**src/logic/jump_target_pkg.sv**
```systemverilog
// package of constants and types for the indirect jump and call target unit
package jump_target_pkg;
	localparam int ADDR_WIDTH = 13; // program counter width
	localparam int LOW_WIDTH = 12; // width of a table data word
	localparam int NIBBLE_WIDTH = 4; // pointer nibble width
	localparam int STACK_DEPTH = 8; // call stack levels
	localparam logic [12:0] PC_RESET = 13'h0000; // program counter after reset
	localparam logic [3:0] NIBBLE_RESET = 4'h0; // pointer nibbles after reset
	localparam logic [11:0] WORD_RESET = 12'h000; // held table word after reset
	localparam logic [2:0] ROM_LATENCY = 3'h1; // cycles from rom address to data

	// operation codes presented by the core's decoder
	typedef enum logic [2:0] {
		op_none = 3'h0,
		table_jump_op = 3'h1,
		table_call_op = 3'h2,
		pointer_reg_jump_op = 3'h3,
		pointer_reg_call_op = 3'h4,
		subroutine_return_op = 3'h5
	} op_type;

	// sequencer states, one-hot
	typedef enum logic [2:0] {
		st_idle = 3'b001,
		st_fetch = 3'b010,
		st_done = 3'b100
	} state_type;
endpackage

```
**src/logic/call_stack.sv**
```systemverilog
// hardware call stack holding return addresses
`timescale 1ns/10ps
module call_stack #(
	parameter int DEPTH = jump_target_pkg::STACK_DEPTH,
	parameter int WIDTH = jump_target_pkg::ADDR_WIDTH
) (
	input wire logic clk,
	input wire logic rst,
	input wire logic push, // store push_addr on top
	input wire logic pop, // remove the top entry
	input wire logic [WIDTH-1:0] push_addr, // return address to keep
	output logic [WIDTH-1:0] top_addr, // current top entry
	output logic empty, // nothing stored
	output logic full // every level used
);
	localparam int PW = $clog2(DEPTH + 1);

	// all stack state in one struct
	typedef struct packed {
		logic [DEPTH-1:0][WIDTH-1:0] mem;
		logic [PW-1:0] count;
	} stack_type;

	stack_type s_q;
	stack_type s_d;

	// push wins over pop; overflow drops the deepest entry like a shift stack
	always_comb begin
		s_d = s_q;
		if (push) begin
			for (int i = DEPTH - 1; i > 0; i--) begin
				s_d.mem[i] = s_q.mem[i-1];
			end
			s_d.mem[0] = push_addr;
			if (s_q.count != PW'(DEPTH)) begin
				s_d.count = s_q.count + PW'(1);
			end
		end else if (pop && s_q.count != '0) begin
			for (int i = 0; i < DEPTH - 1; i++) begin
				s_d.mem[i] = s_q.mem[i+1];
			end
			s_d.mem[DEPTH-1] = '0;
			s_d.count = s_q.count - PW'(1);
		end
	end

	// register the stack
	always_ff @(posedge clk or posedge rst) begin
		if (rst) begin
			s_q <= '0;
		end else begin
			s_q <= s_d;
		end
	end

	assign top_addr = s_q.mem[0];
	assign empty = (s_q.count == '0);
	assign full = (s_q.count == PW'(DEPTH));
endmodule

```
**src/logic/indirect_jump_call_target.sv**
```systemverilog
// program counter target unit for table and pointer-register jumps and calls
//
// Summary of operation
// (RULE_01) table ops take bit 12 from page msb
// (RULE_02) pointer is nibble 3 high to nibble 0 low
// (RULE_03) table ops fetch rom word for bits 11..0
// (RULE_04) pointer jump loads pc from nibbles directly
// (RULE_05) pointer call calls to nibble-formed target
// (RULE_06) table call forms target like table jump
// (RULE_07) software places msb label in proper half
// (RULE_08) software stores 12-bit word at pointer
// (RULE_09) software prepares pointer, msb, word, then executes
// (RULE_10) calls push next address; return pops it
// (RULE_11) direct ops use only bit 0 of nibble 3
`timescale 1ns/10ps
module indirect_jump_call_target #(
	parameter int STACK_DEPTH = jump_target_pkg::STACK_DEPTH
) (
	input wire logic clk,
	input wire logic rst,
	input wire logic op_valid, // one-cycle request from the decoder
	input wire jump_target_pkg::op_type op_code, // which transfer
	input wire logic [12:0] next_pc, // address of the following instruction
	input wire logic [3:0] nibble_wdata, // data for pointer nibble writes
	input wire logic [3:0] nibble_we, // per-nibble write strobes, bit 3 is high nibble
	input wire logic page_msb_load, // load_page_msb_op executed
	input wire logic page_msb_value, // msb of its operand label address
	input wire logic [11:0] rom_data, // program rom word, one cycle after rom_addr
	output logic [12:0] rom_addr, // address toward program rom
	output logic rom_read, // rom read strobe for table fetch
	output logic busy, // a table fetch or its recovery cycle is in progress
	output logic pc_load, // one-cycle: load pc_target into program counter
	output logic [12:0] pc_target, // new program counter value
	output logic stack_empty, // call stack holds nothing
	output logic stack_full // call stack full
);
	// all state of the unit except the call stack in one struct
	typedef struct packed {
		jump_target_pkg::state_type state;
		logic [3:0][3:0] nibble; // pointer nibble registers
		logic page_msb; // captured page msb
		logic is_call; // pending table op is a call
		logic [12:0] ret_addr; // return address held during a fetch
		logic [12:0] target; // registered target
		logic load; // registered load pulse
		logic [2:0] wait_cnt; // rom latency counter
	} unit_type;

	unit_type u_q;
	unit_type u_d;

	logic [12:0] table_ptr; // pointer formed from the nibbles
	logic [12:0] direct_target; // direct-op target
	logic push; // push return address
	logic pop; // pop on return
	logic [12:0] push_addr; // address pushed
	logic [12:0] top_addr; // stack top

	// the pointer is 16 bits wide but rom is 13 bits; top three bits drop
	assign table_ptr = {u_q.nibble[3][0], u_q.nibble[2], u_q.nibble[1], u_q.nibble[0]}; // [RULE_02]
	assign direct_target = table_ptr; // [RULE_11]

	// next-state logic
	always_comb begin
		u_d = u_q;
		u_d.load = 1'b0;
		push = 1'b0;
		pop = 1'b0;
		push_addr = next_pc;
		// nibble writes, one strobe per register
		for (int i = 0; i < 4; i++) begin
			if (nibble_we[i]) begin
				u_d.nibble[i] = nibble_wdata;
			end
		end
		// page msb capture from the load instruction
		if (page_msb_load) begin
			u_d.page_msb = page_msb_value; // [RULE_01]
		end
		unique case (u_q.state)
			jump_target_pkg::st_idle: begin
				if (op_valid) begin
					unique case (op_code)
						jump_target_pkg::table_jump_op,
						jump_target_pkg::table_call_op: begin
							// start rom fetch; call pushes only when target is known
							u_d.is_call = (op_code == jump_target_pkg::table_call_op); // [RULE_06]
							u_d.ret_addr = next_pc;
							u_d.wait_cnt = jump_target_pkg::ROM_LATENCY;
							u_d.state = jump_target_pkg::st_fetch;
						end
						jump_target_pkg::pointer_reg_jump_op: begin
							u_d.target = direct_target; // [RULE_04]
							u_d.load = 1'b1;
						end
						jump_target_pkg::pointer_reg_call_op: begin
							u_d.target = direct_target; // [RULE_05]
							u_d.load = 1'b1;
							push = 1'b1; // [RULE_10]
						end
						jump_target_pkg::subroutine_return_op: begin
							// return to the popped address
							u_d.target = top_addr; // [RULE_10]
							u_d.load = 1'b1;
							pop = 1'b1;
						end
						default: begin
							// op_none: nothing to do
						end
					endcase
				end
			end
			jump_target_pkg::st_fetch: begin
				if (u_q.wait_cnt == 3'h1) begin
					// rom word now valid: bits 11..0, msb from the page latch
					u_d.target = {u_q.page_msb, rom_data}; // [RULE_01] [RULE_03]
					u_d.load = 1'b1;
					push = u_q.is_call; // [RULE_06] [RULE_10]
					push_addr = u_q.ret_addr;
					u_d.state = jump_target_pkg::st_done;
				end else begin
					u_d.wait_cnt = u_q.wait_cnt - 3'h1;
				end
			end
			jump_target_pkg::st_done: begin
				// one cycle of recovery so the load pulse is seen before new requests
				u_d.state = jump_target_pkg::st_idle;
			end
			default: begin
				u_d.state = jump_target_pkg::st_idle;
			end
		endcase
	end

	// register all state
	always_ff @(posedge clk or posedge rst) begin
		if (rst) begin
			u_q.state <= jump_target_pkg::st_idle;
			u_q.nibble <= {4{jump_target_pkg::NIBBLE_RESET}};
			u_q.page_msb <= 1'b0;
			u_q.is_call <= 1'b0;
			u_q.ret_addr <= jump_target_pkg::PC_RESET;
			u_q.target <= jump_target_pkg::PC_RESET;
			u_q.load <= 1'b0;
			u_q.wait_cnt <= 3'h0;
		end else begin
			u_q <= u_d;
		end
	end

	// return address stack
	call_stack #(
		.DEPTH(STACK_DEPTH),
		.WIDTH(13)
	) stack_inst (
		.clk(clk),
		.rst(rst),
		.push(push),
		.pop(pop),
		.push_addr(push_addr),
		.top_addr(top_addr),
		.empty(stack_empty),
		.full(stack_full)
	);

	// rom is addressed by the table pointer during a fetch
	assign rom_addr = table_ptr; // [RULE_03]
	assign rom_read = (u_q.state == jump_target_pkg::st_fetch);
	assign busy = (u_q.state != jump_target_pkg::st_idle);
	assign pc_load = u_q.load;
	assign pc_target = u_q.target;

	// table fetch completes with msb and rom word
	property p_table_target;
		@(posedge clk) disable iff (rst)
		(u_q.state == jump_target_pkg::st_fetch && u_q.wait_cnt == 3'h1)
			|=> (pc_load && pc_target == {$past(u_q.page_msb), $past(rom_data)});
	endproperty
	a_table_target: assert property (p_table_target) else $error("table target wrong"); // [RULE_03]

	// table op starts a fetch and loads pc two cycles later
	property p_table_timing;
		@(posedge clk) disable iff (rst)
		(op_valid && !busy && (op_code == jump_target_pkg::table_jump_op
			|| op_code == jump_target_pkg::table_call_op)) |=> !pc_load ##1 pc_load;
	endproperty
	a_table_timing: assert property (p_table_timing) else $error("table op timing wrong"); // [RULE_06]

	// msb of a table target follows the page latch
	property p_msb;
		@(posedge clk) disable iff (rst)
		(u_q.state == jump_target_pkg::st_fetch && u_q.wait_cnt == 3'h1)
			|=> pc_target[12] == $past(u_q.page_msb);
	endproperty
	a_msb: assert property (p_msb) else $error("page msb not used"); // [RULE_01]

	// pointer jump loads direct target next cycle
	property p_direct_jump;
		@(posedge clk) disable iff (rst)
		(op_valid && !busy && op_code == jump_target_pkg::pointer_reg_jump_op)
			|=> (pc_load && pc_target == {$past(u_q.nibble[3][0]), $past(u_q.nibble[2]),
				$past(u_q.nibble[1]), $past(u_q.nibble[0])});
	endproperty
	a_direct_jump: assert property (p_direct_jump) else $error("direct jump wrong"); // [RULE_04]

	// pointer call loads direct target and pushes
	property p_direct_call;
		@(posedge clk) disable iff (rst)
		(op_valid && !busy && op_code == jump_target_pkg::pointer_reg_call_op)
			|=> (pc_load && pc_target == $past(table_ptr) && top_addr == $past(next_pc));
	endproperty
	a_direct_call: assert property (p_direct_call) else $error("direct call wrong"); // [RULE_05]

	// return pops the top address into pc
	property p_return;
		@(posedge clk) disable iff (rst)
		(op_valid && !busy && op_code == jump_target_pkg::subroutine_return_op)
			|=> (pc_load && pc_target == $past(top_addr));
	endproperty
	a_return: assert property (p_return) else $error("return address wrong"); // [RULE_10]

	// pointer low nibble lands in bits 3..0
	property p_pointer;
		@(posedge clk) disable iff (rst)
		nibble_we[0] |=> table_ptr[3:0] == $past(nibble_wdata);
	endproperty
	a_pointer: assert property (p_pointer) else $error("pointer low nibble wrong"); // [RULE_02]

	// bit 0 of nibble 3 becomes bit 12 of the rom address
	property p_high_ignored;
		@(posedge clk) disable iff (rst)
		nibble_we[3] |=> rom_addr[12] == $past(nibble_wdata[0]);
	endproperty
	a_high_ignored: assert property (p_high_ignored) else $error("nibble 3 misused"); // [RULE_11]
endmodule

```
**config.mk**
```make
export PLATFORM = sky130hd
export DESIGN_NAME = indirect_jump_call_target
export DESIGN_NICKNAME = d
export VERILOG_FILES = /design/src/logic/jump_target_pkg.sv /design/src/logic/call_stack.sv /design/src/logic/indirect_jump_call_target.sv
export SDC_FILE = /design/constraint.sdc
export NUM_CORES = 1
export LEC_CHECK = 0
export ABC_CLOCK_PERIOD_IN_PS = 3120
export BUFFER_PORTS_ARGS = -buffer_cell sky130_fd_sc_hd__buf_2
export CAP_MARGIN = 20
export CORE_AREA = 5 5 125 127
export CTS_BUF_LIST = sky130_fd_sc_hd__clkbuf_8 sky130_fd_sc_hd__clkbuf_16
export DETAILED_ROUTE_END_ITERATION = 7
export DIE_AREA = 0 0 130 132
export GPL_TIMING_DRIVEN = 0
export PLACE_DENSITY = 0.75
export SLEW_MARGIN = 0
export SYNTH_ARGS = -nofsm -noshare
export SYNTH_HDL_FRONTEND = slang
export SYNTH_HIERARCHICAL = 1
export SYNTH_SLANG_ARGS = --single-unit
```
**constraint.sdc**
```tcl
create_clock -name clk -period 3.12 [get_ports clk]
set_clock_uncertainty 0.05 [all_clocks]
set_input_delay 0.312 -clock clk [delete_from_list [all_inputs] [get_ports clk]]
set_output_delay 0.312 -clock clk [all_outputs]
set_load 0.05 [all_outputs]
```
# --- After elaboration in Yosys (flattened, before gate mapping) ---
# Cells that the tools add are included.
word_totals:
  reg_bits: 156
  latchBits: 0
  ramBits: 0
  mem_bits_ro: 0
  inputBits: 41
  output_inout_bits: 31
  word_cells: 74
  memories: 0
op_classes:
  addsub: 3
  multipliers: 0
  div: 0
  n_lt_le_gt_ge: 0
  n_eq_ne: 17
  shifts: 0
  mux: 22
  bitwise_logic: 0
  reduce_logical: 12
op_table:
  columns: ["operator", "n"]
  rows:
  - ["two-way mux 108 bit", 2]
  - ["one-hot mux 17 bit (2 select lines)", 1]
  - ["one-hot mux 14 bit (2 select lines)", 1]
  - ["two-way mux 13 bit", 2]
  - ["two-way mux 17 bit", 1]
  - ["two-way mux 3 bit", 5]
  - ["two-way mux 14 bit", 1]
  - ["== test 3 x 1 -> 1 bit (second input constant)", 3]
  - ["== test 3 x 2 -> 1 bit (second input constant)", 3]
  - ["AND reduction 4 bit", 2]
  - ["== test 3 bit (second input constant)", 2]
  - ["two-way mux 1 bit", 6]
  - ["inequality test 2 x 1 -> 1 bit (second input constant)", 3]
  - ["one-hot mux 3 bit (2 select lines)", 1]
  - ["AND reduction 3 bit", 2]
  - ["adder 4 x 1 -> 4 bit (second input constant)", 1]
  - ["== test 4 bit (second input constant)", 1]
  - ["logical NOT 4 bit", 1]
  - ["two-way mux 4 bit", 1]
  - ["inequality test 2 bit (second input constant)", 2]
  - ["inequality test 4 bit (second input constant)", 1]
  - ["nonzero test 2 bit", 2]
  - ["nonzero test 4 bit", 1]
  - ["OR reduction 2 bit", 2]
  - ["7 further kinds", 7]

# --- Longest topological paths before layout ---
logic_depth:
  depth_word: 7
  depth_mapped: 15
  mapped_depth_nobuf: 13

# --- Cells and area by module ---
# The synthesis kept the hierarchy.
modules_own_cells:
  columns: ["mod", "instances", "cells_per_inst", "area_per_inst_um2"]
  rows:
  - ["call_stack", 1, 490, 5041.1]
  - ["indirect_jump_call_target", 1, 214, 2489.9]

# --- Least setup slack after synthesis ---
# Ideal clock, no wire load.
synth_path:
  path_type: "register to register"
  from: "register u_q[48] (netlist bit)"
  to: "register stack_inst/s_q[3] (netlist bit)"
  t_arrival_ns: 3.242
  required_ns: 2.990
  slack_ns: -0.251
  stages_incl_launch_ff: 14
  n_path_buf: 2
  period_less_slack_ns: 3.371
  cell_sequence: "dfstp_2 nor3b_2 nand2_2 inv_4 buf_6 nand2_1 o21ai_0 clkbuf_1 inv_1 ha_1 a21o_1 a21oi_1 mux2i_1 xnor2_1"
synth_lines:
  columns: ["element", "line_no", "text"]
  rows:
  - ["start: declaration", "indirect_jump_call_target.sv:49", "unit_type u_q;"]
  - ["start signal: assignment", "indirect_jump_call_target.sv:147", "u_q <= u_d;"]
  - ["== test 3 x 2 -> 1 bit (*)", null, null]
  - ["via rom_read", "indirect_jump_call_target.sv:30", "output logic rom_read,"]
  - ["one-hot mux 1 bit (2 select lines) (*)", "indirect_jump_call_target.sv:80", "unique case (u_q.state)"]
  - ["via push", "indirect_jump_call_target.sv:54", "logic push;"]
  - ["inequality test 2 x 1 -> 1 bit (no line) / nonzero test 2 bit (equally long branches)", null, null]
  - ["AND reduction 2 bit (no line)", null, null]
  - ["end signal: assignment", "call_stack.sv:50", "s_q <= '0;"]
  - ["end signal: assignment", "call_stack.sv:52", "s_q <= s_d;"]
  - ["end: declaration", "call_stack.sv:24", "stack_type s_q;"]
# The timed path passes the listed nets; every way through them passes the cells marked *.
# A chain may end at the register's enable or synchronous reset.

# --- Final worst setup path ---
layout_path:
  from: "register u_q[1] (netlist bit)"
  to: "register stack_inst/s_q[3] (netlist bit)"
layout_via:
  elab_chain_cells: 5
layout_lines:
  columns: ["element", "line_no", "text"]
  rows:
  - ["== test 3 x 1 -> 1 bit (*)", "indirect_jump_call_target.sv:114", "if (u_q.wait_cnt == 3'h1) begin"]
  - ["two-way mux 1 bit (*)", "indirect_jump_call_target.sv:114", null]
  - ["one-hot mux 1 bit (2 select lines) (*)", "indirect_jump_call_target.sv:80", null]
  - ["via push", "indirect_jump_call_target.sv:54", null]
  - ["inequality test 2 x 1 -> 1 bit (no line) / nonzero test 2 bit (equally long branches)", null, null]
  - ["AND reduction 2 bit (no line)", null, null]
# Marks and branches as above.

==> reports/qor.csv <==
metric,value,unit
nFillCells,1131,
die_h,132,um
grt_pass1_wl,29200,um
r2r_slack,220,ps
gp_congestion,0.913,
crit_path_start,u_q[1]$_DFFE_PP0P_,
p_per_area,750,mW/mm^2
postPlaceCellArea,0.00821,mm^2
grt_max_degree,38,
portBuffers,71,
routed_wl,17600,um
rr_startpoint,u_q[1]$_DFFE_PP0P_,
postSynthCellCount,704,
gr-total-overflow,0,
worst_slew_pin_slew,622,ps
cts_buffer_depth,2,
finalCoreUtilization,61.9,%
critPathCapture,stack_inst/s_q[3]$_DFFE_PP0P_,
min_from,page_msb_value,
mostFrequentLayoutCell,nand2_1,
die_x,130,um
std_cell_rows,44,
syn_to_final_growth,17.7,%
cp-start-kind,flip-flop,
antenna_found_initial,0,
worst_setup_path_end_kind,flip-flop,
top_level_ports,72,
required,3420,ps
core,0.0143,mm^2
rsz0062_at_grt,no,
p_leak,4.61,nW
grt.total_usage,21.5,%
synth_nets,750,
drt-pass1-iter-count,5,
path_clk_slew,60,ps
reg2reg_depth,15,
numCtsBuffers,17,
syn_area,0.00753,mm^2
drc,0,
layout_common_cells,"160 x nand2_1, 155 x dfrtp_1, 92 x mux2i_1",
finalHoldViolCount,0,
finalSetupViolCount,0,
fmax,345,MHz
arrival,3200,ps
synth_area_per_cell,10.7,um^2
clkLatencyLatePin,430,ps
yosys.cell_types.count,44,
worst_ir_drop_vdd,0.479,mV
start_util,52.6,%
cap_violations,0,
antenna_cells,0,
drive_above_1_share,25.8,%
hold_path_class,in2reg,
cts_tree,done,
vias,5540,
fin_crit,2900,ps
clock_sinks,156,
dieArea,0.0172,mm^2
post-dp-hpwl,12900,um
status,finished clean,
root_buffer,clkbuf_16,
drt-wirelength-per-cell,17.7,um
ant_nets,0,
layout.nets,847,
drt_iter0_markers,493,
r2r-end,stack_inst/s_q[3]$_DFFE_PP0P_,
crit_path_max_fanout,10,
path_class,reg2reg,
ys_seq_area_share,51.9,%
whs,78.4,ps
slew_violations,0,
finalInstanceArea,0.00887,mm^2
synth-seq-cells,156,
first_global_vias,5653,
slew_headroom,58.5,%
synth_warnings,6,
drt-vias-per-instance,5.55,
htree_levels,4,
period_share,93.0,%
p_total,6.65,mW
## synthesized netlist by cell type, drive strengths merged
library cell / n / area share, %
o41ai: 1 / 0.22
or3: 2 / 0.17
nor4b: 1 / 0.12
a22o: 13 / 1.5
nor3b: 1 / 0.17
or2: 1 / 0.083
a21o: 1 / 0.10
dfstp: 1 / 0.35
xor2: 1 / 0.12
inv: 8 / 0.43
buf: 57 / 5.9
clkbuf: 24 / 1.2
nor2b: 2 / 0.17
ha: 4 / 0.66
nand4bb: 1 / 0.37
dfrtp: 155 / 52
a21oi: 5 / 0.38
fa: 1 / 0.27
nor4: 1 / 0.083
nor3: 4 / 0.56
mux2: 29 / 4.8
o21bai: 2 / 0.20
nor2: 3 / 0.15
o22ai: 1 / 0.083
xnor2: 3 / 0.35
nand2b: 3 / 0.25
nand3b: 2 / 0.20
o21ai: 106 / 7.0
nand2: 161 / 8.1
and2: 1 / 0.083
mux2i: 92 / 12
or3b: 2 / 0.23
a221o: 13 / 1.7
o22a: 1 / 0.12
o31a: 1 / 0.12
## worst max-delay path, cell delays in order (launching register included)
cell and delay (ps):
dfrtp_1 370, inv_1 90, ha_1 160, nor2b_2 190, nand2_2 120, inv_4 140
buf_6 160, nand2_1 70, o21ai_2 110, buf_4 210, inv_1 110, ha_1 310
a21o_1 180, a21oi_1 160, mux2i_1 240, xnor2_1 130
## power by group
group          switching [mW]  total, mW  internal [mW]
Sequential              0.460       2.98           2.52
Clock                   0.818       2.16           1.34
Combinational           0.815       1.52          0.705
Total                    2.09       6.65           4.56
## layout make-up
type | count | area (um^2) | area share (%)
Buffer | 81 | 541 | 6.10
Clock inverter | 11 | 140 | 1.58
Clock buffer | 21 | 480 | 5.42
Sequential cell | 156 | 3910 | 44.0
Multi-Input combinational cell | 459 | 3080 | 34.7
Tap cell | 184 | 230 | 2.60
Inverter | 8 | 36.3 | 0.409
Timing Repair Buffer | 78 | 458 | 5.17
## per-layer routing
metal	track usage [%]	up-vias	part of all wire, %
li1	-	2591	-
met1	29.5	2783	44
met2	34.0	138	49
met3	4.90	28	4.9
met4	6.58	0	1.9
met5	0	-	0
## metrics by stage
| stage | setup TNS (ps) | worst slack (ps) | instances |
|---|---|---|---|
| detailed placement | -2790 | -282 | 963 |
| CTS | 0 | 98.0 | 998 |
| floorplan | -20.1 | -20.1 | 704 |
| global route | 0 | 10.8 | 998 |
| global placement | -512 | -215 | 959 |
| finish | 0 | 219 | 998 |
## state kept, by name, indices dropped and copies added (netlist names)
signal	count
pc_target	13
u_q	21
rom_addr	13
stack_inst/top_addr	13
pc_load	1
stack_inst/s_q	95
## timing repair
action	in CTS	in global routing
gates resized for setup	4	2
setup endpoints to repair	75	26
hold endpoints to repair	22	0
hold buffers	1	0
buffers inserted	1	0
gates cloned	1	0
## cell families after synthesis
logic type / share of synthesized area, %
compound gates: 11.5
xor+xnor: 0.465
fa+ha+maj: 0.930
buf+inv: 7.56
flops: 51.9
mux: 17.0
simple gates: 10.7
## worst min-delay path by stage
stage	endpoint	slack [ps]	depth (start not counted)
after detailed placement	rom_addr[7]$_DFFE_PP0P_	250	2
final	u_q[31]$_DFFE_PP0P_	80	2
after CTS	u_q[31]$_DFFE_PP0P_	70	2
after global routing	u_q[31]$_DFFE_PP0P_	70	2
after floorplan	u_q[30]$_DFFE_PP0P_	410	1
after global placement	u_q[26]$_DFFE_PP0P_	440	1
Power figures use the tool's default switching activity.
